==> src/pxs_pkg.sv <==
// Shared constants and helpers of the sensor register link.
`default_nettype none
package pxs_pkg;
  // ==========================================================================
  // Link addressing
  // Bus address of the device; the value is arbitrary.
  localparam logic [6:0] PXS_DEV_ADDR = 7'h2a;
  localparam logic       PXS_RW_WRITE = 1'b0;
  localparam logic       PXS_RW_READ  = 1'b1;

  // ==========================================================================
  // Register offsets and reset values
  localparam logic [7:0] PXS_OFS_STATUS = 8'h8e;
  localparam logic [7:0] PXS_OFS_MODTIM = 8'h8f;
  localparam logic [7:0] PXS_OFS_AMBIR  = 8'h90;
  localparam logic [7:0] PXS_MODTIM_RST = 8'h01;
  localparam logic [3:0] PXS_STATUS_RST = 4'h0;

  // ==========================================================================
  // Field positions
  localparam int PXS_ST_PROX  = 3;
  localparam int PXS_ST_ALS   = 2;
  localparam int PXS_ST_BELOW = 1;
  localparam int PXS_ST_ABOVE = 0;
  localparam int PXS_ST_W     = 4;
  localparam int PXS_DLY_LSB  = 5;
  localparam int PXS_DLY_W    = 3;
  localparam int PXS_FRQ_LSB  = 3;
  localparam int PXS_FRQ_W    = 2;
  localparam int PXS_DEAD_LSB = 0;
  localparam int PXS_DEAD_W   = 3;

  // ==========================================================================
  // Helpers
  // Address byte sent after a start: device address and direction bit.
  function automatic logic [7:0] pxs_addr_byte(input logic rw);
    return {PXS_DEV_ADDR, rw};
  endfunction

  // Register read decode; unmapped offsets read as zero.
  function automatic logic [7:0] pxs_read_reg(input logic [7:0] ofs,
                                              input logic [3:0] status,
                                              input logic [7:0] modtim,
                                              input logic [7:0] ambir);
    logic [7:0] v;
    v = 8'h00;
    unique case (ofs)
      PXS_OFS_STATUS: v = {4'h0, status};
      PXS_OFS_MODTIM: v = modtim;
      PXS_OFS_AMBIR:  v = ambir;
      default:        v = 8'h00;
    endcase
    return v;
  endfunction
endpackage
`default_nettype wire

==> src/pxs_link_if.sv <==
// Byte-level serial register link between host controller and sensor.
`default_nettype none
interface pxs_link_if;
  // Host to device.
  logic       start;
  logic       stop;
  logic       wr;
  logic       rd;
  logic [7:0] wdata;
  // Device to host.
  logic       ack_valid;
  logic       ack;
  logic       rvalid;
  logic [7:0] rdata;
  // Open-drain interrupt line with pull-up.
  logic       int_o;
  logic       int_oe;
  logic       int_n;

  assign int_n = (int_oe && !int_o) ? 1'b0 : 1'b1;

  modport host (
    output start, stop, wr, rd, wdata,
    input  ack_valid, ack, rvalid, rdata, int_n
  );
  modport dev (
    input  start, stop, wr, rd, wdata,
    output ack_valid, ack, rvalid, rdata, int_o, int_oe
  );
endinterface
`default_nettype wire

==> src/pxs_sensor_regs.sv <==
// Sensor end: interrupt status, modulator timing and register read port.
//
// Behaviour
// - Status register holds four interrupt flags.
// - Flags stay set until written with one.
// - Interrupt pin low while any flag set.
// - Timing register: delay, frequency, dead time.
// - Delay field compensates emitter delay, resets zero.
// - Host should program timing register with one.
// - Host should not use ambient IR register.
// - No measurement requested means standby.
// - Standby keeps emitter current sink off.
// - Pointer write first, then read returns register.
// - Stop plus start or repeated start accepted.
// - Pointer increments after each read byte.
`default_nettype none
module pxs_sensor_regs (
  // Clock and reset
  input  wire logic                         ref_clk,
  input  wire logic                         arst_n,
  // Link to the host controller
  pxs_link_if.dev                           link,
  // Events from the measurement engines
  input  wire logic                         prox_ready_evt,
  input  wire logic                         als_ready_evt,
  input  wire logic                         below_limit_evt,
  input  wire logic                         above_limit_evt,
  // Measurement demand and emitter drive request
  input  wire logic                         prox_req,
  input  wire logic                         als_req,
  input  wire logic                         emitter_drive,
  // Raw ambient IR level for the reserved register
  input  wire logic [7:0]                   ambient_ir,
  // Timing fields to the modulator
  output logic [pxs_pkg::PXS_DLY_W-1:0]     mod_delay,
  output logic [pxs_pkg::PXS_FRQ_W-1:0]     prox_freq,
  output logic [pxs_pkg::PXS_DEAD_W-1:0]    dead_time,
  // Power state and emitter sink
  output logic                              standby,
  output logic                              emitter_sink_en
);
  import pxs_pkg::*;

  // ==========================================================================
  // State
  // Link phases: IDLE ignores bytes until a start, ADDR checks the address
  // byte, PTR takes the register pointer, DATA writes bytes at the pointer
  // and READ answers read requests from it. A foreign address byte drops
  // back to IDLE, so the device stays quiet until the next start.
  typedef enum {
    PXS_PH_IDLE,
    PXS_PH_ADDR,
    PXS_PH_PTR,
    PXS_PH_DATA,
    PXS_PH_READ
  } pxs_phase_t;

  typedef struct packed {
    pxs_phase_t          phase;
    logic [7:0]          ptr;
    logic [PXS_ST_W-1:0] status;
    logic [7:0]          modtim;
    logic                ack_valid;
    logic                ack;
    logic                rvalid;
    logic [7:0]          rdata;
    logic                standby;
    logic                sink_en;
  } pxs_dev_state_t;

  pxs_dev_state_t s;
  pxs_dev_state_t next_s;

  // ==========================================================================
  // Helpers
  // The pointer wraps from the top of its 8-bit range back to zero.
  function automatic logic [7:0] ptr_step(input logic [7:0] ptr);
    return ptr + 8'h01;
  endfunction

  // Events are merged after the clear, so a set that lands in the clearing
  // cycle keeps its flag.
  function automatic logic [PXS_ST_W-1:0] flags_merge(input logic [PXS_ST_W-1:0] cur,
                                                      input logic [PXS_ST_W-1:0] clr,
                                                      input logic [PXS_ST_W-1:0] evt);
    return (cur & ~clr) | evt;
  endfunction

  // ==========================================================================
  // Next state
  always_comb begin
    logic [PXS_ST_W-1:0] evt;
    logic [PXS_ST_W-1:0] clr;
    evt = '0;
    clr = '0;
    next_s = s;
    next_s.ack_valid = 1'b0;
    next_s.ack = 1'b0;
    next_s.rvalid = 1'b0;

    // One event pulse per flag from the measurement engines.
    evt[PXS_ST_PROX]  = prox_ready_evt;
    evt[PXS_ST_ALS]   = als_ready_evt;
    evt[PXS_ST_BELOW] = below_limit_evt;
    evt[PXS_ST_ABOVE] = above_limit_evt;

    // A start, repeated or not, always reopens the address phase.
    if (link.start) begin
      next_s.phase = PXS_PH_ADDR;
    end else if (link.stop) begin
      // The pointer survives a stop so a later read uses it.
      next_s.phase = PXS_PH_IDLE;
    end else if (link.wr) begin
      unique case (s.phase)
        PXS_PH_ADDR: begin
          next_s.ack_valid = 1'b1;
          if (link.wdata == pxs_addr_byte(PXS_RW_WRITE)) begin
            next_s.ack = 1'b1;
            next_s.phase = PXS_PH_PTR;
          end else if (link.wdata == pxs_addr_byte(PXS_RW_READ)) begin
            next_s.ack = 1'b1;
            next_s.phase = PXS_PH_READ;
          end else begin
            // A foreign address is refused with ack low.
            next_s.phase = PXS_PH_IDLE;
          end
        end
        PXS_PH_PTR: begin
          // The byte after the write address byte is always the pointer.
          next_s.ack_valid = 1'b1;
          next_s.ack = 1'b1;
          next_s.ptr = link.wdata;
          next_s.phase = PXS_PH_DATA;
        end
        PXS_PH_DATA: begin
          next_s.ack_valid = 1'b1;
          next_s.ack = 1'b1;
          if (s.ptr == PXS_OFS_STATUS) begin
            // Upper bits of the written byte are ignored.
            clr = link.wdata[PXS_ST_W-1:0];
          end else if (s.ptr == PXS_OFS_MODTIM) begin
            next_s.modtim = link.wdata;
          end
          // Writes at the reserved and unmapped offsets are dropped.
          next_s.ptr = ptr_step(s.ptr);
        end
        default: begin
          next_s.phase = s.phase;
        end
      endcase
    end else if (link.rd && s.phase == PXS_PH_READ) begin
      // Reads outside the read phase are ignored.
      next_s.rdata = pxs_read_reg(s.ptr, s.status, s.modtim, ambient_ir);
      next_s.rvalid = 1'b1;
      next_s.ptr = ptr_step(s.ptr);
    end

    next_s.status = flags_merge(s.status, clr, evt);

    // Only proximity demand may drive the emitter; with no demand at all the
    // block sits in standby and the sink is held off whatever is requested.
    next_s.standby = !(prox_req || als_req);
    next_s.sink_en = emitter_drive && prox_req && !next_s.standby;
  end

  // ==========================================================================
  // Registers
  // Only constants are loaded on reset; every other update passes through next_s.
  always_ff @(posedge ref_clk or negedge arst_n) begin
    if (!arst_n) begin
      s.phase     <= PXS_PH_IDLE;
      s.ptr       <= 8'h00;
      s.status    <= PXS_STATUS_RST;
      // Timing resets to zero delay, frequency zero and dead time one.
      s.modtim    <= PXS_MODTIM_RST;
      s.ack_valid <= 1'b0;
      s.ack       <= 1'b0;
      s.rvalid    <= 1'b0;
      s.rdata     <= 8'h00;
      s.standby   <= 1'b1;
      s.sink_en   <= 1'b0;
    end else begin
      s <= next_s;
    end
  end

  // ==========================================================================
  // Outputs
  // Link answers leave straight from flip-flops, one cycle after the request.
  assign link.ack_valid = s.ack_valid;
  assign link.ack       = s.ack;
  assign link.rvalid    = s.rvalid;
  assign link.rdata     = s.rdata;

  // The pin only ever pulls low; the pull-up releases it.
  assign link.int_o  = 1'b0;
  assign link.int_oe = |s.status;

  // The timing fields are plain slices of the one register.
  assign mod_delay = s.modtim[PXS_DLY_LSB +: PXS_DLY_W];
  assign prox_freq = s.modtim[PXS_FRQ_LSB +: PXS_FRQ_W];
  assign dead_time = s.modtim[PXS_DEAD_LSB +: PXS_DEAD_W];

  assign standby         = s.standby;
  assign emitter_sink_en = s.sink_en;
endmodule
`default_nettype wire

==> src/flat_wrapper.sv <==
// flat-port wrapper written by rule: the top's interface ports become plain ports
module pxs_sensor_regs_flat import pxs_pkg::*;
  (ref_clk, arst_n, prox_ready_evt, als_ready_evt, below_limit_evt, above_limit_evt, prox_req, als_req, emitter_drive, ambient_ir, mod_delay, prox_freq, dead_time, standby, emitter_sink_en, link_start, link_stop, link_wr, link_rd, link_wdata, link_ack_valid, link_ack, link_rvalid, link_rdata, link_int_o, link_int_oe);
  pxs_link_if link_i ();
  input  wire logic ref_clk;
  input  wire logic arst_n;
  input  wire logic prox_ready_evt;
  input  wire logic als_ready_evt;
  input  wire logic below_limit_evt;
  input  wire logic above_limit_evt;
  input  wire logic prox_req;
  input  wire logic als_req;
  input  wire logic emitter_drive;
  input  wire logic [7:0] ambient_ir;
  output logic [pxs_pkg::PXS_DLY_W-1:0] mod_delay;
  output logic [pxs_pkg::PXS_FRQ_W-1:0] prox_freq;
  output logic [pxs_pkg::PXS_DEAD_W-1:0] dead_time;
  output logic standby;
  output logic emitter_sink_en;
  input wire logic [$bits(link_i.start)-1:0] link_start;
  input wire logic [$bits(link_i.stop)-1:0] link_stop;
  input wire logic [$bits(link_i.wr)-1:0] link_wr;
  input wire logic [$bits(link_i.rd)-1:0] link_rd;
  input wire logic [$bits(link_i.wdata)-1:0] link_wdata;
  output wire logic [$bits(link_i.ack_valid)-1:0] link_ack_valid;
  output wire logic [$bits(link_i.ack)-1:0] link_ack;
  output wire logic [$bits(link_i.rvalid)-1:0] link_rvalid;
  output wire logic [$bits(link_i.rdata)-1:0] link_rdata;
  output wire logic [$bits(link_i.int_o)-1:0] link_int_o;
  output wire logic [$bits(link_i.int_oe)-1:0] link_int_oe;
  assign link_i.start = link_start;
  assign link_i.stop = link_stop;
  assign link_i.wr = link_wr;
  assign link_i.rd = link_rd;
  assign link_i.wdata = link_wdata;
  assign link_ack_valid = link_i.ack_valid;
  assign link_ack = link_i.ack;
  assign link_rvalid = link_i.rvalid;
  assign link_rdata = link_i.rdata;
  assign link_int_o = link_i.int_o;
  assign link_int_oe = link_i.int_oe;
  pxs_sensor_regs u_core (.ref_clk(ref_clk), .arst_n(arst_n), .link(link_i), .prox_ready_evt(prox_ready_evt), .als_ready_evt(als_ready_evt), .below_limit_evt(below_limit_evt), .above_limit_evt(above_limit_evt), .prox_req(prox_req), .als_req(als_req), .emitter_drive(emitter_drive), .ambient_ir(ambient_ir), .mod_delay(mod_delay), .prox_freq(prox_freq), .dead_time(dead_time), .standby(standby), .emitter_sink_en(emitter_sink_en));
endmodule
==> config.mk <==
export PLATFORM = sky130hd
export DESIGN_NAME = pxs_sensor_regs_flat
export DESIGN_NICKNAME = d
export VERILOG_FILES = /design/src/pxs_pkg.sv /design/src/pxs_link_if.sv /design/src/pxs_sensor_regs.sv /design/src/flat_wrapper.sv
export SDC_FILE = /design/constraint.sdc
export NUM_CORES = 1
export LEC_CHECK = 0
export BUFFER_PORTS_ARGS = -buffer_cell sky130_fd_sc_hd__buf_2
export CAP_MARGIN = 20
export CORE_UTILIZATION = 45
export CTS_BUF_LIST = sky130_fd_sc_hd__clkbuf_8
export CTS_CLUSTER_SIZE = 10
export DETAILED_ROUTE_END_ITERATION = 10
export GPL_ROUTABILITY_DRIVEN = 0
export PLACE_DENSITY = 0.7
export SLEW_MARGIN = 10
export SYNTH_ARGS = -nofsm -noshare
export SYNTH_HDL_FRONTEND = slang
export SYNTH_SLANG_ARGS = --single-unit
==> constraint.sdc <==
create_clock -name ref_clk -period 5.65 [get_ports ref_clk]
set_clock_uncertainty 0.1 [all_clocks]
set_input_delay 1.13 -clock ref_clk [delete_from_list [all_inputs] [get_ports ref_clk]]
set_output_delay 1.13 -clock ref_clk [all_outputs]
set_load 0.05 [all_outputs]
==> flow_summary.yaml <==
clocking:
  cts_tree: "yes"
  cts_root_buf: "clkbuf_8"
  cts_hold_buf: 0
  post_cts_resize_count: 0
  cts_sinks: 36
  htreeDepth: 2
  clock_path_buffers: 2
  clk_latency_ns: 0.28
  cts_buffers: 5
  cts_setup_buffers: 0
  clkTransAtPathRegs_ns: 0.08
pwr:
  p_clk_share_pct: 38.0
  power.density_nw_per_um2: 216.4
  pwr-share-seq_pct: 54.8
  p_int_w: 0.0003570
  ir_drop_mv: 0.1485
  pwr-share-comb_pct: 7.2
  leakage_nw: 1.016
  switching_share_pct: 24.97
  switching_power_w: 0.0001188
global_route:
  grt_pass1_wl_um: 7093
  grt_pass1_vias: 1438
  antenna_found_initial: 0
  grt.total_usage_pct: 20.91
  grt_overflow: 0
  grt_max_degree: 37
synthesis:
  synthArstFlopShare_pct: 100.0
  synth_flop_cell: "dfrtp_1"
  seq_area_frac_synth_pct: 46.08
  syn_avg_cell_area_um2: 10.27
  ys_types: 47
  yosys-top-cells-count: "34 x dfrtp_1, 22 x nand2_1, 18 x buf_4"
  yosysWarningCount: 0
  synthTopCellsByArea: "dfrtp_1 43%, buf_4 6.9%, mux2_1 4.6%"
  yosysTopAreaCell: "dfrtp_1"
  synth_most_common_cell: "dfrtp_1"
  synth_top_area_share_pct: 43.40
  syn-num-nets: 223
  synthCells: 191
  syn_area_um2: 1961
  synth_seq_cells: 36
  synth_edf_count: 0
timing:
  fin_ws_ns: 2.999
  fmax_mhz: 377.2
  finalSetupViolCount: 0
  rsz0062_at_grt: "no"
  hold_violations: 0
  slew-limit-headroom_pct: 47.78
  finalCriticalPeriod_ns: 2.651
  finalSetupTns_ns: 0
  worst_pin_slew_ns: 0.7833
  layout_worst_path_cycle_share_pct: 46.92
  drv_slew: 0
hold_path:
  min_path_type: "reg -> reg"
worst_setup_path:
  criticalPathCategory: "reg -> out"
  arrival_ns: 1.42
  critPathCaptureType: "primary output"
  cp_max_fo: 3
  cp.required_ns: 4.42
  critPathLaunchType: "flop"
route:
  ant_nets: 0
  post_drt_wl_per_cell_um: 15.55
  drt_iter0_drc: 144
  firstDrtPassIters: 4
  vias_per_cell: 5.673
  routed_wl_um: 4275
  route.detailed.drc: 0
  vias: 1560
placement:
  port_buffers: 50
  dp_hpwl_um: 3135
  pre_cts_slack_ns: 2.717
cells_and_area:
  nNetsFinal: 256
  diodes: 0
  syn2layout_area_growth_pct: 12.13
  drive_gt1_share_pct: 28.89
floorplan:
  die_area_um2: 4625
  pin_count: 52
  fp.coreArea_um2: 4086
  die_h_um: 68.01
  initial_utilization_pct: 47.98
  die_w_um: 68.01
  rows: 23
job:
  cap_viol_max_count: 0
status:
  status: "finished, final reports clean"
-- final timing paths --
path	end	cells after the start	start	slack (ns)
min	u_core.link.rdata[7]	2	u_core.link.rdata[7]	0.38
min reg2reg	u_core.link.rdata[7]	2	u_core.link.rdata[7]	0.38
max reg2reg	u_core.mod_delay[0]	5	u_core.s[26]	3.34
min in group asynchronous	u_core.s[30]	1	arst_n	0.82
max	link_int_oe	2	u_core.s[23]	3.00
max in group asynchronous	u_core.s[25]	1	arst_n	4.13
-- worst max-delay path: stages (launching register included) --
cell and delay, ns:
dfrtp_1 0.40, or4_1 0.52, buf_2 0.22
-- registers in the layout (all words and copies together), names as in the netlist --
register                flops
u_core.prox_freq            2
u_core.link.ack_valid       1
u_core.emitter_sink_en      1
u_core.mod_delay            3
u_core.link.rdata           8
u_core.link.rvalid          1
u_core.standby              1
u_core.dead_time            3
u_core.link.ack             1
u_core.s                   15
-- cell usage in the layout, fill, tap and decap left out, types with 6 or more instances in the layout --
master   instances
a21oi_1          7
a22oi_1          6
buf_2           50
dfrtp_1         34
mux2_1           8
nand2_1         22
nand3_1          6
o21ai_0          7
-- power groups by stage --
| stage | Combinational (W) | Clock (W) | Sequential (W) |
|---|---|---|---|
| 2_1_floorplan | 0.0000104 | 0 | 0.000269 |
| 3_3_place_gp | 0.0000346 | 0 | 0.000266 |
| 3_5_place_dp | 0.0000348 | 0 | 0.000266 |
| 4_1_cts | 0.0000349 | 0.000185 | 0.000261 |
| 5_1_grt | 0.0000380 | 0.000194 | 0.000261 |
| 6_report | 0.0000345 | 0.000181 | 0.000261 |
-- cell type report --
type	instances	area, µm²
multi-input cells	126	875.8
inverters	5	18.77
clock inverters	3	18.77
well taps	50	62.56
repair buffers	50	250.2
clock buffers	5	68.82
fillers	390	1888
flip-flops and latches	36	903.4
-- per-layer routing --
layer	global-route usage, %	wire (µm)	vias to the layer above
met4	5.469	23	0
li1	-	-	755
met5	0	0	-
met3	4.167	255	4
met1	31.26	2026	752
met2	30.51	1970	49
-- kinds of logic after synthesis --
kind of cell | synth area share (%)
fa+ha+maj | 1.915
buf+inv | 9.253
flops | 46.08
mux | 7.148
simple gates | 18.57
other cells | 0.1913
compound gates | 16.85
-- metrics by stage --
| step | instance area (µm²) | power, W | hold slack [ns] | utilization [%] | cells |
|---|---|---|---|---|---|
| 6_report | 2198 | 0.0004758 | 0.3783 | 53.80 | 275 |
| 4_1_cts | 2198 | 0.0004804 | 0.3809 | 53.80 | 275 |
| 3_5_place_dp | 2111 | 0.0003005 | 0.3636 | 51.65 | 267 |
| 3_3_place_gp | 2111 | 0.0003002 | 0.3545 | 51.65 | 267 |
| 5_1_grt | 2198 | 0.0004930 | 0.4111 | 53.80 | 275 |
| 2_1_floorplan | 1961 | 0.0002794 | 0.3498 | - | 191 |
Note: power is estimated with default switching activity, not from simulation.
